`config.mk`:
```
export PLATFORM = sky130hd
export DESIGN_NAME = usp_serial_port
export DESIGN_NICKNAME = d
export VERILOG_FILES = /design/src/core/usp_pkg.sv /design/src/core/usp_serial_port.sv /design/src/core/usp_fifo.sv
export SDC_FILE = /design/constraint.sdc
export NUM_CORES = 1
export LEC_CHECK = 0
export BUFFER_PORTS_ARGS = -buffer_cell sky130_fd_sc_hd__buf_4
export CAP_MARGIN = 25
export CORE_AREA = 2 2 155 157
export DETAILED_ROUTE_END_ITERATION = 10
export DIE_AREA = 0 0 157 159
export GPL_TIMING_DRIVEN = 0
export PLACE_DENSITY_LB_ADDON = 0.25
export RECOVER_POWER = 50
export SYNTH_ARGS = -nofsm -noshare
export SYNTH_HDL_FRONTEND = slang
export SYNTH_HIERARCHICAL = 1
export SYNTH_SLANG_ARGS = --single-unit
```
`constraint.sdc`:
```
create_clock -name i_sys_clk -period 2.6 [get_ports i_sys_clk]
set_input_delay 0.39 -clock i_sys_clk [delete_from_list [all_inputs] [get_ports i_sys_clk]]
set_output_delay 0.39 -clock i_sys_clk [all_outputs]
set_load 0.01 [all_outputs]
```
`src/core/usp_pkg.sv`:
```
package usp_pkg;
    // divider width and data width
    localparam int          DIV_W        = 12;
    localparam int          DATA_W       = 8;
    localparam int          FRAME_W      = 13;       // start + 9 data + parity + 2 stop
    // samples per bit, last sample index, majority vote window
    localparam logic [3:0]  SMP_LAST_N   = 4'hF;     // 16 samples in normal speed
    localparam logic [3:0]  SMP_LAST_D   = 4'h7;     // 8 samples in double speed
    localparam logic [3:0]  VOTE_FIRST_N = 4'h7;
    localparam logic [3:0]  VOTE_LAST_N  = 4'h9;
    localparam logic [3:0]  VOTE_FIRST_D = 4'h3;
    localparam logic [3:0]  VOTE_LAST_D  = 4'h5;
    // character size codes
    localparam logic [2:0]  CSZ_NINE     = 3'h7;
    localparam logic [3:0]  NBITS_MIN    = 4'h5;
    localparam logic [3:0]  NBITS_EIGHT  = 4'h8;
    localparam logic [3:0]  NBITS_NINE   = 4'h9;
    // parity mode field positions
    localparam int          PAR_EN_BIT   = 1;
    localparam int          PAR_ODD_BIT  = 0;
    // receive fifo word layout
    localparam int          FW_NINTH     = 8;
    localparam int          FW_PE        = 9;
    localparam int          FW_DOR       = 10;
    localparam int          FW_FE        = 11;
    localparam int          FIFO_W       = 12;
    localparam int          FIFO_DEPTH   = 8;
    // reset values
    localparam logic        TXD_IDLE     = 1'b1;
    localparam logic        SCLK_RST     = 1'b0;
endpackage

```
`src/core/usp_serial_port.sv`:
```
`timescale 1ns/1ps
// Behaviour
// RULE1: bit rate is osc over 16/8/2 times divider+1
// RULE2: twelve bit divider split high low
// RULE3: double speed: eight samples per bit
// RULE4: software keeps double speed off in sync
// RULE5: slave clock synchronised, edge detected, two cycles
// RULE6: slave clock below quarter of oscillator
// RULE7: clock pin output as master, input slave
// RULE8: sample on edge opposite to change
// RULE9: polarity picks change and sample edges
// RULE10: five to nine data, parity, stop options
// RULE11: start, data lsb first, parity, stops
// RULE12: start low, stop high, idle high
// RULE13: complete flag when frame out, buffer empty
// RULE14: complete flag clears on service or one
// RULE15: complete interrupt when enabled and flag set
// RULE16: parity inserted before first stop bit
// RULE17: transmitter disable waits until all empty
// RULE18: receive fifo holds ninth bit and flags
// RULE19: software reads status before low data
// RULE20: receive bit by three sample majority
// RULE21: only first stop checked, frame error
// RULE22: even or odd parity over data
// RULE23: synchronous reset clears all, line idle
module usp_serial_port (
    input  wire logic                         i_sys_clk,
    input  wire logic                         i_rstn,
    input  wire logic                         i_sync_rst,           // synchronous clear of everything
    input  wire logic [3:0]                   i_baud_divider_high,
    input  wire logic [7:0]                   i_baud_divider_low,
    input  wire logic                         i_double_speed_sel,
    input  wire logic                         i_sync_mode_sel,
    input  wire logic                         i_clock_master_sel,   // sync only: 1 drives the clock
    input  wire logic                         i_clock_polarity_sel,
    input  wire logic [1:0]                   i_parity_mode,        // upper enables, lower selects odd
    input  wire logic                         i_stop_two_sel,
    input  wire logic [2:0]                   i_character_size_code,
    input  wire logic                         i_transmitter_enable,
    input  wire logic                         i_receiver_enable,
    input  wire logic [usp_pkg::DATA_W-1:0]   i_serial_data_reg,    // transmit character
    input  wire logic                         i_transmit_ninth_bit,
    input  wire logic                         i_tx_write,
    output logic                              o_tx_ready,
    input  wire logic                         i_txc_clear,          // software writes one
    input  wire logic                         i_txc_irq_ack,        // interrupt serviced
    input  wire logic                         i_transmit_complete_irq_en,
    input  wire logic                         i_global_irq_en,
    output logic                              o_transmit_complete_flag,
    output logic                              o_txc_irq,
    input  wire logic                         i_rxd,
    output logic                              o_txd,
    output logic                              o_txd_oe,
    input  wire logic                         i_serial_clock_pin,
    output logic                              o_serial_clock_pin,
    output logic                              o_serial_clock_pin_oe,
    input  wire logic                         i_rx_read,            // read of received data
    output logic                              o_rx_valid,
    output logic [usp_pkg::DATA_W-1:0]        o_rx_data,
    output logic                              o_received_ninth_bit,
    output logic                              o_frame_error_flag,
    output logic                              o_overrun_flag,
    output logic                              o_parity_error_flag
);
    import usp_pkg::*;

    // whole block state in one record
    typedef struct packed {
        logic [DIV_W-1:0]   brg_cnt;      // baud down counter
        logic               sclk;         // master clock level
        logic               s1;           // slave clock synchroniser stage 1
        logic               s2;           // stage 2
        logic               s3;           // edge detector history
        logic               transmitter_enable;         // effective transmitter enable
        logic               tx_busy;
        logic [FRAME_W-1:0] tx_shift;
        logic [3:0]         tx_left;      // bits still to send
        logic [3:0]         tx_smp;
        logic               tx_buf_full;
        logic [8:0]         tx_buf;
        logic               transmit_complete_flag;
        logic               rx_act;
        logic [3:0]         rx_smp;
        logic [3:0]         rx_bit;
        logic [1:0]         votes;
        logic [8:0]         rx_data;
        logic               rx_par;
        logic               dor_pend;     // a frame was lost, tag the next one
        logic               push;
        logic [FIFO_W-1:0]  push_word;
    } usp_state_t;

    usp_state_t        st_ff;
    usp_state_t        nxt_st;
    logic [DIV_W-1:0]  divider;           // assembled baud divider
    logic              tick;              // baud generator tick
    logic              is_master;
    logic              is_slave;
    logic              rise_evt;          // serial clock edges, either source
    logic              fall_evt;
    logic              change_evt;
    logic              sample_evt;
    logic [3:0]        nbits;
    logic              pen;
    logic              podd;
    logic [3:0]        smp_last;
    logic [3:0]        vote_first;
    logic [3:0]        vote_last;
    logic              fifo_ready;
    logic [FIFO_W-1:0] fifo_word;
    logic              tx_bound;          // end of a transmitted bit
    logic              tx_end;            // end of the last bit of a frame
    logic              decide;
    logic              bitv;
    logic [1:0]        ones;

    // data bits per character code
    function automatic logic [3:0] char_bits(input logic [2:0] code);
        if (code == CSZ_NINE) begin
            char_bits = NBITS_NINE;
        end else if (code[2]) begin
            char_bits = NBITS_EIGHT;    // reserved codes fall back to eight
        end else begin
            char_bits = NBITS_MIN + {2'h0, code[1:0]}; // RULE10
        end
    endfunction

    // parity of the valid data bits, odd flips it
    function automatic logic par_of(input logic [8:0] d, input logic [3:0] n, input logic odd);
        logic p;
        p = odd;
        for (int i = 0; i < 9; i++) begin
            if (i < n) begin
                p = p ^ d[i];           // RULE22
            end
        end
        par_of = p;
    endfunction

    // whole frame, lsb out first, padded with idle ones
    function automatic logic [FRAME_W-1:0] build_frame(input logic [8:0] d, input logic [3:0] n,
                                                       input logic en, input logic p);
        logic [FRAME_W-1:0] f;
        f    = '1;                      // stop bits and padding high RULE12
        f[0] = 1'b0;                    // start bit RULE11
        for (int i = 0; i < 9; i++) begin
            if (i < n) begin
                f[i+1] = d[i];          // data lsb first RULE11
            end
        end
        if (en) begin
            f[n+1] = p;                 // after last data, before stop RULE16
        end
        build_frame = f;
    endfunction

    assign divider    = {i_baud_divider_high, i_baud_divider_low}; // RULE2
    assign tick       = (st_ff.brg_cnt == '0);
    assign is_master  = i_sync_mode_sel && i_clock_master_sel;
    assign is_slave   = i_sync_mode_sel && !i_clock_master_sel;
    assign nbits      = char_bits(i_character_size_code);
    assign pen        = i_parity_mode[PAR_EN_BIT];
    assign podd       = i_parity_mode[PAR_ODD_BIT];
    // double speed halves the sample count RULE3
    assign smp_last   = i_double_speed_sel ? SMP_LAST_D : SMP_LAST_N;
    assign vote_first = i_double_speed_sel ? VOTE_FIRST_D : VOTE_FIRST_N;
    assign vote_last  = i_double_speed_sel ? VOTE_LAST_D : VOTE_LAST_N;

    // master toggles on each tick, slave uses the delayed synchronised copy
    assign rise_evt   = is_master ? (tick && !st_ff.sclk) : (is_slave && st_ff.s2 && !st_ff.s3); // RULE5
    assign fall_evt   = is_master ? (tick && st_ff.sclk) : (is_slave && !st_ff.s2 && st_ff.s3);
    // polarity low: change falling, sample rising RULE9
    assign change_evt = i_clock_polarity_sel ? rise_evt : fall_evt;   // RULE8
    assign sample_evt = i_clock_polarity_sel ? fall_evt : rise_evt;   // RULE8

    assign tx_bound   = st_ff.tx_busy && (i_sync_mode_sel ? change_evt : (tick && st_ff.tx_smp == smp_last));
    assign tx_end     = tx_bound && (st_ff.tx_left == 4'h1);
    assign ones       = st_ff.votes + {1'b0, i_rxd};

    // receive bit decision, async by vote, sync by one sample
    always_comb begin
        decide = 1'b0;
        bitv   = i_rxd;
        if (st_ff.rx_act) begin
            if (i_sync_mode_sel) begin
                decide = sample_evt;
            end else if (tick && st_ff.rx_smp == vote_last) begin
                decide = 1'b1;
                bitv   = (ones >= 2'h2); // RULE20
            end
        end
    end

    // next state of the whole block
    always_comb begin
        nxt_st      = st_ff;
        nxt_st.push = 1'b0;
        nxt_st.s1   = i_serial_clock_pin;
        nxt_st.s2   = st_ff.s1;
        nxt_st.s3   = st_ff.s2;

        // baud generator, reload gives divide by divider+1 RULE1
        if (tick) begin
            nxt_st.brg_cnt = divider;
        end else begin
            nxt_st.brg_cnt = st_ff.brg_cnt - 1'b1;
        end
        // master clock: one toggle per tick, so two ticks per bit RULE1
        if (is_master && tick) begin
            nxt_st.sclk = !st_ff.sclk;
        end else if (!is_master) begin
            nxt_st.sclk = SCLK_RST;
        end

        // disabling only lands once shifter and buffer are empty RULE17
        if (i_transmitter_enable) begin
            nxt_st.transmitter_enable = 1'b1;
        end else if (!st_ff.tx_busy && !st_ff.tx_buf_full) begin
            nxt_st.transmitter_enable = 1'b0;
        end

        // transmit buffer write
        if (i_tx_write && o_tx_ready) begin
            nxt_st.tx_buf_full = 1'b1;
            nxt_st.tx_buf      = {i_transmit_ninth_bit, i_serial_data_reg};
        end

        // transmit shifter
        if (tick && st_ff.tx_busy) begin
            nxt_st.tx_smp = (st_ff.tx_smp == smp_last) ? 4'h0 : st_ff.tx_smp + 4'h1;
        end
        if (tx_bound) begin
            nxt_st.tx_shift = {1'b1, st_ff.tx_shift[FRAME_W-1:1]};
            nxt_st.tx_left  = st_ff.tx_left - 4'h1;
        end
        if (tx_end) begin
            nxt_st.tx_busy = 1'b0;
        end
        // load when idle or right behind the last bit, back to back
        if (st_ff.tx_buf_full && (!st_ff.tx_busy || tx_end)) begin
            nxt_st.tx_busy     = 1'b1;
            nxt_st.tx_buf_full = 1'b0;
            nxt_st.tx_smp      = 4'h0;
            nxt_st.tx_shift    = build_frame(st_ff.tx_buf, nbits, pen, par_of(st_ff.tx_buf, nbits, podd));
            nxt_st.tx_left     = 4'h2 + nbits + {3'h0, pen} + {3'h0, i_stop_two_sel};
        end

        // complete flag: clear first so that a new set wins RULE14
        if (i_txc_clear || i_txc_irq_ack) begin
            nxt_st.transmit_complete_flag = 1'b0;
        end
        if (tx_end && !st_ff.tx_buf_full) begin
            nxt_st.transmit_complete_flag = 1'b1;          // RULE13
        end

        // async vote window and sample counter
        if (st_ff.rx_act && !i_sync_mode_sel && tick) begin
            nxt_st.rx_smp = (st_ff.rx_smp == smp_last) ? 4'h0 : st_ff.rx_smp + 4'h1;
            if (st_ff.rx_smp >= vote_first && st_ff.rx_smp < vote_last) begin
                nxt_st.votes = ones;    // RULE20
            end
        end

        // start detection, first low sample counts as sample zero
        if (!st_ff.rx_act && i_receiver_enable && !i_rxd) begin
            if (!i_sync_mode_sel && tick) begin
                nxt_st.rx_act  = 1'b1;
                nxt_st.rx_smp  = 4'h1;
                nxt_st.rx_bit  = 4'h0;
                nxt_st.votes   = 2'h0;
                nxt_st.rx_data = '0;
            end else if (i_sync_mode_sel && sample_evt) begin
                nxt_st.rx_act  = 1'b1;
                nxt_st.rx_bit  = 4'h1;  // start bit already taken
                nxt_st.rx_data = '0;
            end
        end

        // per bit handling
        if (decide) begin
            nxt_st.votes  = 2'h0;
            nxt_st.rx_bit = st_ff.rx_bit + 4'h1;
            if (st_ff.rx_bit == 4'h0) begin
                if (bitv) begin
                    nxt_st.rx_act = 1'b0;   // glitch, not a start bit
                end
            end else if (st_ff.rx_bit <= nbits) begin
                nxt_st.rx_data[st_ff.rx_bit - 4'h1] = bitv;
            end else if (pen && st_ff.rx_bit == nbits + 4'h1) begin
                nxt_st.rx_par = bitv;
            end else begin
                // first stop only, then free for the next start RULE21
                nxt_st.rx_act = 1'b0;
                if (fifo_ready) begin
                    nxt_st.push                = 1'b1;
                    nxt_st.dor_pend            = 1'b0;
                    nxt_st.push_word           = '0;
                    nxt_st.push_word[FW_NINTH:0] = st_ff.rx_data;
                    nxt_st.push_word[FW_FE]    = !bitv; // RULE21
                    nxt_st.push_word[FW_DOR]   = st_ff.dor_pend;
                    nxt_st.push_word[FW_PE]    = pen && par_of(st_ff.rx_data, nbits, podd) != st_ff.rx_par;
                end else begin
                    nxt_st.dor_pend = 1'b1; // fifo full, character lost
                end
            end
        end

        if (i_sync_rst) begin
            nxt_st = '0;                // RULE23
        end
    end

    // state register
    always_ff @(posedge i_sys_clk or negedge i_rstn) begin
        if (!i_rstn) begin
            st_ff <= '0;
        end else begin
            st_ff <= nxt_st;
        end
    end

    // receive fifo, one read advances data and flags together
    usp_fifo #(
        .W (FIFO_W),
        .D (FIFO_DEPTH)
    ) u_rx_fifo (
        .i_sys_clk   (i_sys_clk),
        .i_rstn      (i_rstn),
        .i_clr       (i_sync_rst),
        .i_in_valid  (st_ff.push),
        .o_in_ready  (fifo_ready),
        .i_in_data   (st_ff.push_word),
        .o_out_valid (o_rx_valid),
        .i_out_ready (i_rx_read),       // RULE18
        .o_out_data  (fifo_word)
    );

    // outputs
    assign o_rx_data               = fifo_word[DATA_W-1:0];
    assign o_received_ninth_bit    = fifo_word[FW_NINTH];
    assign o_frame_error_flag      = fifo_word[FW_FE];
    assign o_overrun_flag          = fifo_word[FW_DOR];
    assign o_parity_error_flag     = fifo_word[FW_PE];
    assign o_tx_ready              = st_ff.transmitter_enable && !st_ff.tx_buf_full;
    assign o_txd                   = st_ff.tx_busy ? st_ff.tx_shift[0] : TXD_IDLE; // RULE12
    assign o_txd_oe                = st_ff.transmitter_enable;  // RULE17
    assign o_serial_clock_pin      = st_ff.sclk;
    assign o_serial_clock_pin_oe   = is_master;   // RULE7
    assign o_transmit_complete_flag = st_ff.transmit_complete_flag;
    assign o_txc_irq               = st_ff.transmit_complete_flag && i_transmit_complete_irq_en && i_global_irq_en; // RULE15

    // checks
    brg_reload_a: assert property (@(posedge i_sys_clk) disable iff (!i_rstn) // RULE2
        tick && !i_sync_rst |=> st_ff.brg_cnt == $past(divider)) else $error("divider not reloaded");
    master_toggle_a: assert property (@(posedge i_sys_clk) disable iff (!i_rstn) // RULE7
        is_master && tick && !i_sync_rst ##1 is_master |-> o_serial_clock_pin != $past(o_serial_clock_pin))
        else $error("master clock did not toggle");
    slave_sync_a: assert property (@(posedge i_sys_clk) disable iff (!i_rstn) // RULE5
        is_slave && $rose(st_ff.s1) ##1 is_slave |-> rise_evt) else $error("slave edge latency wrong");
    txc_set_a: assert property (@(posedge i_sys_clk) disable iff (!i_rstn) // RULE13
        tx_end && !st_ff.tx_buf_full && !i_sync_rst |=> o_transmit_complete_flag) else $error("complete missing");
    txc_clear_a: assert property (@(posedge i_sys_clk) disable iff (!i_rstn) // RULE14
        st_ff.transmit_complete_flag && i_txc_clear && !tx_end |=> !o_transmit_complete_flag) else $error("complete not cleared");
    txc_irq_a: assert property (@(posedge i_sys_clk) disable iff (!i_rstn) // RULE15
        $rose(st_ff.transmit_complete_flag) && i_transmit_complete_irq_en && i_global_irq_en |-> o_txc_irq)
        else $error("complete interrupt missing");
    start_low_a: assert property (@(posedge i_sys_clk) disable iff (!i_rstn) // RULE11
        $rose(st_ff.tx_busy) |-> !o_txd) else $error("frame not opened by low start");
    idle_high_a: assert property (@(posedge i_sys_clk) disable iff (!i_rstn) // RULE12
        !st_ff.tx_busy |-> o_txd) else $error("idle line not high");
    transmitter_enable_hold_a: assert property (@(posedge i_sys_clk) disable iff (!i_rstn) // RULE17
        st_ff.tx_busy && !i_sync_rst |=> o_txd_oe) else $error("driver released mid frame");
    dbl_samples_a: assert property (@(posedge i_sys_clk) disable iff (!i_rstn) // RULE3
        !i_sync_mode_sel && i_double_speed_sel && st_ff.tx_busy && tick && st_ff.tx_smp == 4'h7 && !i_sync_rst
        |=> st_ff.tx_smp == 4'h0) else $error("double speed bit length wrong");

    frame_done_c: cover property (@(posedge i_sys_clk) disable iff (!i_rstn) $rose(st_ff.transmit_complete_flag));
    rx_push_c: cover property (@(posedge i_sys_clk) disable iff (!i_rstn) st_ff.push);
    rx_perr_c: cover property (@(posedge i_sys_clk) disable iff (!i_rstn) st_ff.push && st_ff.push_word[FW_PE]);
    rx_over_c: cover property (@(posedge i_sys_clk) disable iff (!i_rstn) decide && !fifo_ready);
endmodule // usp_serial_port

```
`src/core/usp_fifo.sv`:
```
`timescale 1ns/1ps
module usp_fifo #(
    parameter int W = 12,
    parameter int D = 8
) (
    input  wire logic         i_sys_clk,
    input  wire logic         i_rstn,
    input  wire logic         i_clr,        // synchronous flush
    input  wire logic         i_in_valid,
    output logic              o_in_ready,
    input  wire logic [W-1:0] i_in_data,
    output logic              o_out_valid,
    input  wire logic         i_out_ready,
    output logic [W-1:0]      o_out_data
);
    localparam int AW = $clog2(D);

    // pointers carry one extra bit so full and empty differ
    typedef struct packed {
        logic [D-1:0][W-1:0] mem;
        logic [AW:0]         wp;
        logic [AW:0]         rp;
    } usp_fifo_st_t;

    usp_fifo_st_t st_ff;
    usp_fifo_st_t nxt_st;
    logic         full;
    logic         empty;

    assign empty       = (st_ff.wp == st_ff.rp);
    assign full        = (st_ff.wp[AW-1:0] == st_ff.rp[AW-1:0]) && (st_ff.wp[AW] != st_ff.rp[AW]);
    assign o_in_ready  = !full;
    assign o_out_valid = !empty;
    assign o_out_data  = st_ff.mem[st_ff.rp[AW-1:0]];

    // push and pop, flush overrides both
    always_comb begin
        nxt_st = st_ff;
        if (i_in_valid && !full) begin
            nxt_st.mem[st_ff.wp[AW-1:0]] = i_in_data;
            nxt_st.wp                    = st_ff.wp + 1'b1;
        end
        if (i_out_ready && !empty) begin
            nxt_st.rp = st_ff.rp + 1'b1;
        end
        if (i_clr) begin
            nxt_st.wp = '0;
            nxt_st.rp = '0;
        end
    end

    // state register
    always_ff @(posedge i_sys_clk or negedge i_rstn) begin
        if (!i_rstn) begin
            st_ff <= '0;
        end else begin
            st_ff <= nxt_st;
        end
    end

    // a flush may rewind the write pointer even while full
    fifo_noover_a: assert property (@(posedge i_sys_clk) disable iff (!i_rstn) // RULE18
        full && !i_out_ready && !i_clr |=> st_ff.wp == $past(st_ff.wp)) else $error("fifo overwritten while full");
endmodule // usp_fifo

```
== Word-level counts from Yosys, hierarchy flattened ==
Cells that the tools add are included.
Widths: inputs -> output; s select.

* Equality and inequality tests: 15
* $lt $le $gt $ge: 20
* $add $sub $neg: 15
* Reduce and logical (&&, ||, !) cells: 69
* Bitwise logic cells: 18
* Mux-type cells: 162

{| class="wikitable"
|+ Operators by type and width
! cell !! number
|-
| $mux 1 || 120
|-
| $bwmux 96 || 1
|-
| $mux 85 || 1
|-
| $mux 4 || 13
|-
| $bmux 12 s3 || 1
|-
| $demux 12 s3 || 1
|-
| $logic_and 1x1->1 || 36
|-
| $mux 12 || 3
|-
| $mux 30 || 1
|-
| $mux 9 || 3
|-
| $mux 13 || 2
|-
| $add 4x1->4 const B || 6
|-
| $mux 24 || 1
|-
| $mux 23 || 1
|-
| $reduce_bool 3->1 || 7
|-
| $eq 4x4->1 || 5
|-
| $mux 20 || 1
|-
| $xor 1x1->1 || 18
|-
| $mux 17 || 1
|-
| $lt 3x4->1 const A || 4
|-
| $mux 15 || 1
|-
| $mux 14 || 1
|-
| $bwmux 13 || 1
|-
| $logic_not 1->1 || 12
|-
| other kinds (40) || 58
|}

* Output and inout port bits: 20
* Bits in registers: 189
* Input bits: 44

== Depth between registers and ports, before layout ==
Gate-level depths: netlist of run 1.

* Depth in word-level cells: 74
* Gate-level depth with buffers: 13
* Depth with buffers taken out: 10

== By module ==
The synthesis of run 1 kept the hierarchy.

{| class="wikitable"
|+ Modules (own cells, without submodules)
! module !! area an instance (µm²) !! sequential area each (µm²) !! cells an instance !! instances
|-
| usp_serial_port || 5497.8 || 2127.0 || 616 || 1
|-
| usp_fifo || 4799.6 || 2602.5 || 303 || 1
|}

== Least setup slack after synthesis of run 1 ==
No wires, ideal clock.

* Path kind: input-to-reg
* From: in i_character_size_code[0]
* To: reg, netlist name st_ff[10]
* Setup slack: -0.382 ns
* Arrival time: 2.846 ns
* Cell stages on the path: 12
* Cells stage by stage: ha_1 -> or2_1 -> buf_2 -> inv_2 -> buf_2 -> ha_1 -> a41oi_1 -> o311ai_0 -> or4b_1 -> clkbuf_1 -> o21ai_0 -> a21oi_1

{| class="wikitable"
|+ RTL lines
! item !! line !! RTL
|-
| start: declaration || usp_serial_port.sv:38 || <nowiki>input wire logic [2:0] i_character_size_code,</nowiki>
|}

==> results.json, run 1 <==
{
  "cp-start-kind": "input pin",
  "fin_crit_sh": 0.9705,
  "vias": 7548,
  "critPathKind": "input pin to flip-flop",
  "drive_gt1_frac": 0.3148,
  "final_common_cell": "dfrtp_1",
  "hpwl_um": 16480,
  "antenna_left": 0,
  "final_cell_mix": "dfrtp_1, mux2_2, buf_4",
  "final_area_um2": 12330,
  "met1_usage": 0.2750,
  "avgSynthCellArea_um2": 11.20,
  "worst-endpoint-arrival_ps": 2880,
  "async_flop_share": 1.000,
  "synth_seq_area_share": 0.4593,
  "antennaDiodeCount": 0,
  "via_per_inst": 5.546,
  "wl_um": 24200,
  "cts_sinks": 189,
  "setup-violations-final": 0,
  "synth_seq_cells": 189,
  "drv_cap": 0,
  "use_met2": 0.3327,
  "synth_edf_count": 0,
  "path_cells": "buf_4 -> ha_4 -> nand2b_2 -> ha_2 -> xor2_1 -> nor3b_1 -> o211ai_1 -> buf_4 -> or2_2 -> or4_1 -> a21oi_1",
  "power.total_mw": 6.998,
  "worst_pin_slew_ps": 1029,
  "port_buffers": 61,
  "die_h_um": 159,
  "p_per_area_nw_per_um2": 567.7,
  "grt_pass1_wl_um": 39800,
  "clock_power_share": 0.371,
  "fillCellCount": 2034,
  "crit_path_end_kind": "flip-flop",
  "antenna_found_initial": 0,
  "dp_slack_ps": -769.3,
  "io_pins": 64,
  "h-tree-depth": 4,
  "fin_nets": 1103,
  "relSlewSlack": 0.3137,
  "busiest_layer": "met2",
  "path_buf_inv": 2,
  "finalHoldViolations": 0,
  "layout_setup_ws_ps": 76.72,
  "cp_top_family": "simple AND/OR/NAND/NOR gates",
  "drt_iter0_drc": 438,
  "numCtsBuffers": 17,
  "crit_top_cell": "buf_4",
  "initial_core_util": 0.4440,
  "wl_per_cell_um": 17.78,
  "clock_latency_ps": 430,
  "area_delta_synth_final_pct": 19.71,
  "first_pass_iters": 4,
  "slew_viol_final": 0,
  "dp.cells": 1301,
  "critPathMaxFanout": 6,
  "p_int_mw": 4.880,
  "netlist_area_um2": 10300,
  "grt_start_max_net_pins": 113,
  "max_stage_delay_ps": 390,
  "swShare": 0.3026,
  "ys_types": 71,
  "holdCritPathClass": "input pin to flip-flop",
  "yosys_warnings": 6,
  "dieArea_um2": 24960,
  "track_usage": 0.2008,
  "cts_root_buf": "clkbuf_16",
  "cts_buffer_depth": 2,
  "p_leak_nw": 5.531,
  "grt_pass1_vias": 7509,
  "rsz0062_at_grt": "true",
  "cp.required_ps": 2960,
  "cts_tree": "yes",
  "fin_cells": 1361,
  "gp_congestion": 0.8266,
  "run_status": "completed",
  "syn_inst": 919,
  "skew_ps": 10.63,
  "drc": 0,
  "max_clock_freq_mhz": 396.3,
  "post_dp_cell_area_um2": 11270,
  "crit_path_top_delay_cell": "or4_1",
  "synth_nets": 993,
  "fin_crit_ps": 2523,
  "grt.overflow.total": 0,
  "fp.coreArea_um2": 23190,
  "ir_drop_uv": 445.9,
  "comb_power_share": 0.174,
  "num_rows": 56,
  "met3_usage": 0.02994,
  "p_sw_mw": 2.118,
  "sequentialPowerShare": 0.455,
  "die_w_um": 157,
  "ys.flop_type": "dfrtp_1",
  "clk_pin_slew_ps": 80
}
-- synthesized netlist by cell type, drive strengths merged, types with 24 or more instances --
| master | instances | share of area |
|---|---|---|
| nand3 | 45 | 0.022 |
| buf | 25 | 0.013 |
| mux2 | 109 | 0.12 |
| nand2 | 46 | 0.017 |
| a21oi | 47 | 0.023 |
| nor2 | 56 | 0.020 |
| ha | 29 | 0.035 |
| mux4 | 24 | 0.052 |
| nor3 | 33 | 0.017 |
| inv | 25 | 0.0091 |
| o21ai | 32 | 0.016 |
| clkbuf | 32 | 0.012 |
| dfrtp | 189 | 0.46 |
-- power groups by stage --
stage                     clock network [mW]  registers, mW  logic, mW
after floorplan                            0           3.21      0.763
after global placement                     0           3.23       1.06
after detailed placement                   0           3.23       1.09
after CTS                               2.65           3.18       1.16
after global routing                    2.76           3.20       1.35
final                                   2.60           3.19       1.22
-- metal layers --
layer  vias up  share of wire
met5         -              0
met4         0          0.015
met3        21          0.032
met2       128           0.50
met1      3802           0.46
li1       3597              -
-- repair_timing --
| action | 4_1_cts | 5_1_grt |
|---|---|---|
| endpoints found under the hold margin | 77 | 0 |
| cloned | 0 | 1 |
| pin swaps | 4 | 15 |
| hold buffers | 1 | 0 |
| setup buffers | 5 | 20 |
| endpoints found under the setup margin | 63 | 99 |
| gates resized for setup | 37 | 54 |
-- flip-flops by register name (all words and copies together), names as in the netlist --
| signal | cells |
|---|---|
| o_transmit_complete_flag | 1 |
| st_ff | 82 |
| u_rx_fifo/st_ff | 104 |
| o_serial_clock_pin | 1 |
| o_txd_oe | 1 |
-- cell type report --
| cell class | instances | area [um2] | area share |
|---|---|---|---|
| well taps | 319 | 399.1 | 0.03238 |
| multi-input cells | 648 | 5483 | 0.4448 |
| plain buffers | 57 | 352.8 | 0.02862 |
| flip-flops and latches | 189 | 4731 | 0.3838 |
| clock inverters | 14 | 146.4 | 0.01188 |
| clock buffers | 18 | 439.2 | 0.03563 |
| inverters | 25 | 98.84 | 0.008019 |
| repair buffers | 91 | 676.9 | 0.05491 |
-- cell families (layout without fill, tap and decap cells) --
kind of cell / after synthesis / in the layout / share of synthesized area
fa+ha+maj: 30 / 30 / 0.03718
xor+xnor: 40 / 40 / 0.03937
compound gates: 144 / 144 / 0.09077
mux: 155 / 155 / 0.1931
buf+inv: 82 / 205 / 0.03378
simple gates: 279 / 279 / 0.1465
flops: 189 / 189 / 0.4593
-- through the flow --
step / util / hold slack (ps) / TNS (ps)
after floorplan: - / 94.41 / 0
after global placement: 0.4842 / 447.7 / -45780
after detailed placement: 0.4860 / 418.0 / -15830
after CTS: 0.5196 / 164.1 / 0
after global routing: 0.5315 / 171.7 / -72.15
final: 0.5315 / 176.9 / 0
-- worst reg2reg max path: stages, from the launching register on --
cell and delay (ps):
dfrtp_1 400, inv_2 70, ha_1 150, nor4b_4 240, buf_4 180, nand4_1 210
a21oi_2 290, nor3_2 100, buf_4 190, or4_1 500, a21oi_1 130
-- path summary, 6_finish.rpt --
path | cells past startpoint | endpoint | start | slack, ps
worst max-delay path | 11 | st_ff[14]$_DFFE_PN0P_ | i_character_size_code[0] | 80
worst min-delay path | 2 | st_ff[71]$_DFF_PN0_ | i_serial_clock_pin | 180
worst max register to register | 10 | st_ff[14]$_DFFE_PN0P_ | st_ff[73]$_DFF_PN0_ | 80
worst min register to register | 1 | st_ff[70]$_DFF_PN0_ | st_ff[71]$_DFF_PN0_ | 470
max in group asynchronous | 3 | st_ff[8]$_DFFE_PN0P_ | i_rstn | 660
min in group asynchronous | 2 | u_rx_fifo/st_ff[0]$_DFFE_PN0P_ | i_rstn | 510
Note: power is estimated with default switching activity, not from simulation.
==> inputs of run 2 (changes only) <==
--- a/config.mk
+++ b/config.mk
@@ -13,6 +13,7 @@
 export GPL_TIMING_DRIVEN = 0
 export PLACE_DENSITY_LB_ADDON = 0.25
 export RECOVER_POWER = 50
+export REMOVE_ABC_BUFFERS = 1
 export SYNTH_ARGS = -nofsm -noshare
 export SYNTH_HDL_FRONTEND = slang
 export SYNTH_HIERARCHICAL = 1
==> run 2 against run 1 <==
  * The flow now finishes with violations (capacitance limit, slew limit)
  * Clock skew up 1.5 ps
  * Register-to-register slack about the same
  * Cell count shrank 2.9%
  * Non-clock buffer count down 43
  * Combinational power is 3% higher
  * Critical path type is now flip-flop to flip-flop
  * Highest routed layer unchanged
==> results.json, run 2 (synthesis gave the netlist of run 1 again) <==
{
  "power.total_mw": 7.114,
  "met3_usage": 0.02613,
  "startpoint": "st_ff[73]$_DFF_PN0_",
  "critPathMaxFanout": 10,
  "p_leak_nw": 5.497,
  "final_area_um2": 12340,
  "cts_buffer_depth": 2,
  "cp_top_family": "simple AND/OR/NAND/NOR gates",
  "post_dp_cell_area_um2": 11120,
  "finalHoldViolations": 0,
  "grt.overflow.total": 0,
  "numCtsBuffers": 17,
  "met1_usage": 0.2652,
  "cp.required_ps": 2910,
  "ir_drop_uv": 335.5,
  "wl_um": 23190,
  "path_cells": "inv_2 -> ha_4 -> nor4b_4 -> buf_4 -> nand4_1 -> a21oi_4 -> nor3_4 -> or4_4 -> mux2i_1",
  "die_h_um": 159,
  "cp-start-kind": "flip-flop",
  "dp_slack_ps": -993.2,
  "worst-endpoint-arrival_ps": 2820,
  "port_buffers": 63,
  "largest_register_ff_count": 104,
  "drt_iter0_drc": 376,
  "fin_crit_sh": 0.9664,
  "violations": "capacitance limit, slew limit",
  "skew_ps": 12.10,
  "antennaDiodeCount": 0,
  "cts_root_buf": "clkbuf_16",
  "grt_start_max_net_pins": 118,
  "track_usage": 0.1902,
  "fin_setup_tns_ps": 0,
  "vias": 7414,
  "crit_path_top_delay_cell": "or4_4",
  "hp-start": "i_serial_clock_pin",
  "gp_congestion": 0.8074,
  "max_clock_freq_mhz": 398.0,
  "busiest_layer": "met2",
  "holdCritPathClass": "input pin to flip-flop",
  "initial_core_util": 0.4440,
  "p_per_area_nw_per_um2": 576.5,
  "dieArea_um2": 24960,
  "area_delta_synth_final_pct": 19.83,
  "fin_crit_ps": 2513,
  "max_stage_delay_ps": 530,
  "antenna_left": 0,
  "run_status": "finished with violations",
  "wl_per_cell_um": 17.54,
  "hold_ws_ps": 184.7,
  "hpwl_um": 14820,
  "grt_pass1_wl_um": 37940,
  "first_pass_iters": 5,
  "worst_pin_slew_ps": 1616,
  "regMostFlops": "u_rx_fifo/st_ff",
  "grt_pass1_vias": 7389,
  "clk_pin_slew_ps": 70,
  "cts-hold-fix-buffers": 0,
  "rr_startpoint": "st_ff[73]$_DFF_PN0_",
  "die_w_um": 157,
  "final_common_cell": "dfrtp_1",
  "top_regs": "u_rx_fifo/st_ff: 104 flops, st_ff: 82 flops",
  "cts_tree": "yes",
  "final_cell_mix": "dfrtp_1, mux2_2, buf_4",
  "antenna_found_initial": 0,
  "h-tree-depth": 4,
  "drv_cap": 1,
  "use_met2": 0.3098,
  "rsz0062_at_grt": "true",
  "via_per_inst": 5.608,
  "critPathKind": "flip-flop to flip-flop",
  "slew_viol_final": 117,
  "cts_sinks": 189,
  "drc": 0,
  "clock_latency_ps": 440,
  "fin_nets": 1064,
  "fp.coreArea_um2": 23190,
  "crit_path_end_kind": "flip-flop",
  "num_rows": 56,
  "drive_gt1_frac": 0.3270,
  "io_pins": 64,
  "layout_setup_ws_ps": 87.37,
  "relSlewSlack": -0.07707,
  "path_buf_inv": 2,
  "setup-violations-final": 0
}
## run 2: cell count changes in the layout (fill, tap and decap cells not counted), sizes merged, moves of 2 or more
cell / delta
clkinv: -5
inv: +2
clkinvlp: +3
clkbuf: -36
buf: -7
## run 2: path summary, 6_finish.rpt
kind	end	slack, ps	cells past startpoint
max	st_ff[22]$_DFF_PN0_	90	9
min reg2reg	st_ff[70]$_DFF_PN0_	470	1
min	st_ff[71]$_DFF_PN0_	180	2
min in group asynchronous	u_rx_fifo/st_ff[78]$_DFFE_PN0P_	360	1
max in group asynchronous	st_ff[26]$_DFFE_PN0P_	1140	2
max reg2reg	st_ff[22]$_DFF_PN0_	90	9
## run 2: final cells by class
type / instances / area (um2)
clock buffer: 17 / 425.4
inverter: 25 / 96.34
fill: 2028 / 10850
multi-input combinational: 652 / 5592
timing repair buffer: 105 / 914.6
tap: 319 / 399.1
sequential: 189 / 4740
clock inverter: 15 / 172.7
## run 2: routing by layer
layer  routed length [um]  share of wire  vias up
met5                    0              0        -
met4                  294          0.013        0
met3                  631          0.027       23
met2                11370           0.49      116
met1                10890           0.47     3752
li1                     -              -     3523
## run 2: timing repair
item,in CTS,in global routing
pin swaps,8,14
setup buffers,12,20
setup endpoints to repair,153,72
resized for setup,33,43
cloned,2,2
## run 2: worst register-to-register path, cell delays in order, from the launching register on
cell and delay (ps):
dfrtp_1 410, inv_2 90, ha_4 120, nor4b_4 280, buf_4 180, nand4_1 240
a21oi_4 290, nor3_4 120, or4_4 530, mux2i_1 130
## run 2: per-stage QoR
step                utilization  instances
global placement         0.4707       1244
finish                   0.5320       1322
CTS                      0.5157       1300
floorplan                     -        862
global route             0.5320       1322
detailed placement       0.4794       1255
## run 2: power by group
group | switching (mW) | total, mW | internal (mW)
logic | 0.695 | 1.26 | 0.565
clock network | 1.29 | 2.66 | 1.37
registers | 0.136 | 3.19 | 3.06
==> inputs of run 3 (changes only) <==
--- a/config.mk
+++ b/config.mk
@@ -14,6 +14,7 @@
 export PLACE_DENSITY_LB_ADDON = 0.25
 export RECOVER_POWER = 50
 export REMOVE_ABC_BUFFERS = 1
+export SKIP_CTS_REPAIR_TIMING = 1
 export SYNTH_ARGS = -nofsm -noshare
 export SYNTH_HDL_FRONTEND = slang
 export SYNTH_HIERARCHICAL = 1
==> constraint.sdc (replaced) <==
create_clock -name i_sys_clk -period 2.1 [get_ports i_sys_clk]
set_input_delay 0.315 -clock i_sys_clk [delete_from_list [all_inputs] [get_ports i_sys_clk]]
set_output_delay 0.315 -clock i_sys_clk [all_outputs]
set_load 0.01 [all_outputs]
==> run 3 against run 2 <==
  * Clock skew rose by 1.1 ps
  * Core utilization rose by 3.9 points
  * Non-clock buffer count rose by 36
  * Critical endpoint unchanged
  * Combinational power rose by 25%
  * The run ends with capacitance limit, slew limit, setup timing left
  * First-iteration DRC count rose by 16%
  * Register-to-register slack got worse by 600 ps
  * Largest power group unchanged
  * Worst hold slack got worse by 76 ps
  * Fmax fell by 3.8%
==> results.json, run 3 (synthesis gave the netlist of run 1 again) <==
{
  "critPathMaxFanout": 5,
  "h-tree-depth": 4,
  "num_rows": 56,
  "cts_tree": "yes",
  "port_buffers": 63,
  "critPathKind": "flip-flop to flip-flop",
  "initial_core_util": 0.4440,
  "vias": 7680,
  "drive_gt1_frac": 0.3971,
  "ir_drop_uv": 419.0,
  "first_pass_iters": 5,
  "skew_ps": 13.23,
  "grt_pass1_vias": 7213,
  "power.total_mw": 8.847,
  "max_clock_freq_mhz": 383.0,
  "grt_pass1_wl_um": 37050,
  "cts_buffer_depth": 2,
  "drv_cap": 1,
  "violations": "capacitance limit, slew limit, setup timing",
  "setup-violations-final": 160,
  "layout_setup_ws_ps": -511.2,
  "cts_root_buf": "clkbuf_16",
  "largest_register_ff_count": 104,
  "fp.coreArea_um2": 23190,
  "final_cell_mix": "dfrtp_1, buf_4, mux2_4",
  "dieArea_um2": 24960,
  "holdCritPathClass": "input pin to flip-flop",
  "cts_sinks": 189,
  "clock_latency_ps": 450,
  "p_leak_nw": 5.889,
  "die_w_um": 157,
  "top_regs": "u_rx_fifo/st_ff: 104 flops, st_ff: 82 flops",
  "run_status": "finished with violations",
  "die_h_um": 159,
  "hpwl_um": 14820,
  "antenna_found_initial": 0,
  "hold_ws_ps": 108.6,
  "area_delta_synth_final_pct": 28.51,
  "grt_start_max_net_pins": 118,
  "relSlewSlack": -0.08578,
  "fin_nets": 1101,
  "worst-endpoint-arrival_ps": 2930,
  "io_pins": 64,
  "cp-start-kind": "flip-flop",
  "p_per_area_nw_per_um2": 668.6,
  "crit_path_end_kind": "flip-flop",
  "worst_pin_slew_ps": 1629,
  "drc": 0,
  "drt_iter0_drc": 435,
  "cp.required_ps": 2420,
  "finalHoldViolations": 0,
  "reg2reg_slack_ps": -510,
  "fillCellCount": 1907,
  "fin_crit_sh": 1.243,
  "via_per_inst": 5.651,
  "grt.overflow.total": 0,
  "slew_viol_final": 117,
  "rsz0062_at_grt": "true",
  "wl_per_cell_um": 18.83,
  "regMostFlops": "u_rx_fifo/st_ff",
  "antennaDiodeCount": 0,
  "numCtsBuffers": 17,
  "wl_um": 25590,
  "final_common_cell": "dfrtp_1",
  "track_usage": 0.1859,
  "gp_congestion": 0.8074,
  "antenna_left": 0,
  "fin_crit_ps": 2611,
  "clk_pin_slew_ps": 70
}
run 3: cell count changes in the layout (fill, tap and decap cells not counted), moves of 7 or more:
cell,change
mux2_2,-62
mux2_4,+62
nor3_1,-7
a21oi_2,+9
buf_6,+25
o21ai_0,-10
buf_4,+8
run 3: worst paths after layout:
kind / start / depth (start not counted) / to
setup / recovery: st_ff[73]$_DFF_PN0_ / 10 / st_ff[22]$_DFF_PN0_
hold reg to reg: st_ff[71]$_DFF_PN0_ / 1 / st_ff[70]$_DFF_PN0_
hold / removal: i_serial_clock_pin / 2 / st_ff[71]$_DFF_PN0_
min in group asynchronous: i_rstn / 1 / u_rx_fifo/st_ff[78]$_DFFE_PN0P_
setup reg to reg: st_ff[73]$_DFF_PN0_ / 10 / st_ff[22]$_DFF_PN0_
max in group asynchronous: i_rstn / 2 / st_ff[26]$_DFFE_PN0P_
run 3: critical path, cell delays in order (launching register included):
cell and delay, ps:
dfrtp_1 410, inv_2 90, ha_4 120, nor4b_4 280
nand4_1 300, buf_6 230, buf_6 130, nor3_4 270
nor3_4 110, or4_4 440, mux2i_1 130
run 3: cell type report:
class	instances	area [um2]	share of cell area
clock buffers	17	425.4	0.03215
clock inverters	15	172.7	0.01305
inverters	25	98.84	0.007470
multi-input cells	653	6082	0.4596
flip-flops and latches	189	4743	0.3585
well taps	319	399.1	0.03016
repair buffers	141	1311	0.09909
run 3: routing by layer:
| metal | GRT usage | routed length [um] | vias up |
|---|---|---|---|
| li1 | - | - | 3598 |
| met1 | 0.2594 | 11560 | 3883 |
| met2 | 0.3002 | 12770 | 167 |
| met3 | 0.02967 | 918 | 32 |
| met4 | 0.05379 | 337 | 0 |
| met5 | 0 | 0 | - |
run 3: power by group:
group	switching, mW	internal (mW)	total [mW]
sequential	0.172	3.78	3.96
combinational	0.876	0.707	1.58
clock	1.61	1.70	3.31
run 3: per-stage QoR:
step                instance area, um2  cells    util  worst slack (ps)  setup TNS (ps)
finish                           13230   1359  0.5706            -511.2          -32930
global route                     13230   1359  0.5706            -626.6          -45190
CTS                              11720   1287  0.5052             -1182         -138460
detailed placement               11120   1255  0.4794             -1418         -136510
global placement                 10920   1244  0.4707             -2677         -432080
floorplan                        10040    862       -             -1255         -144430
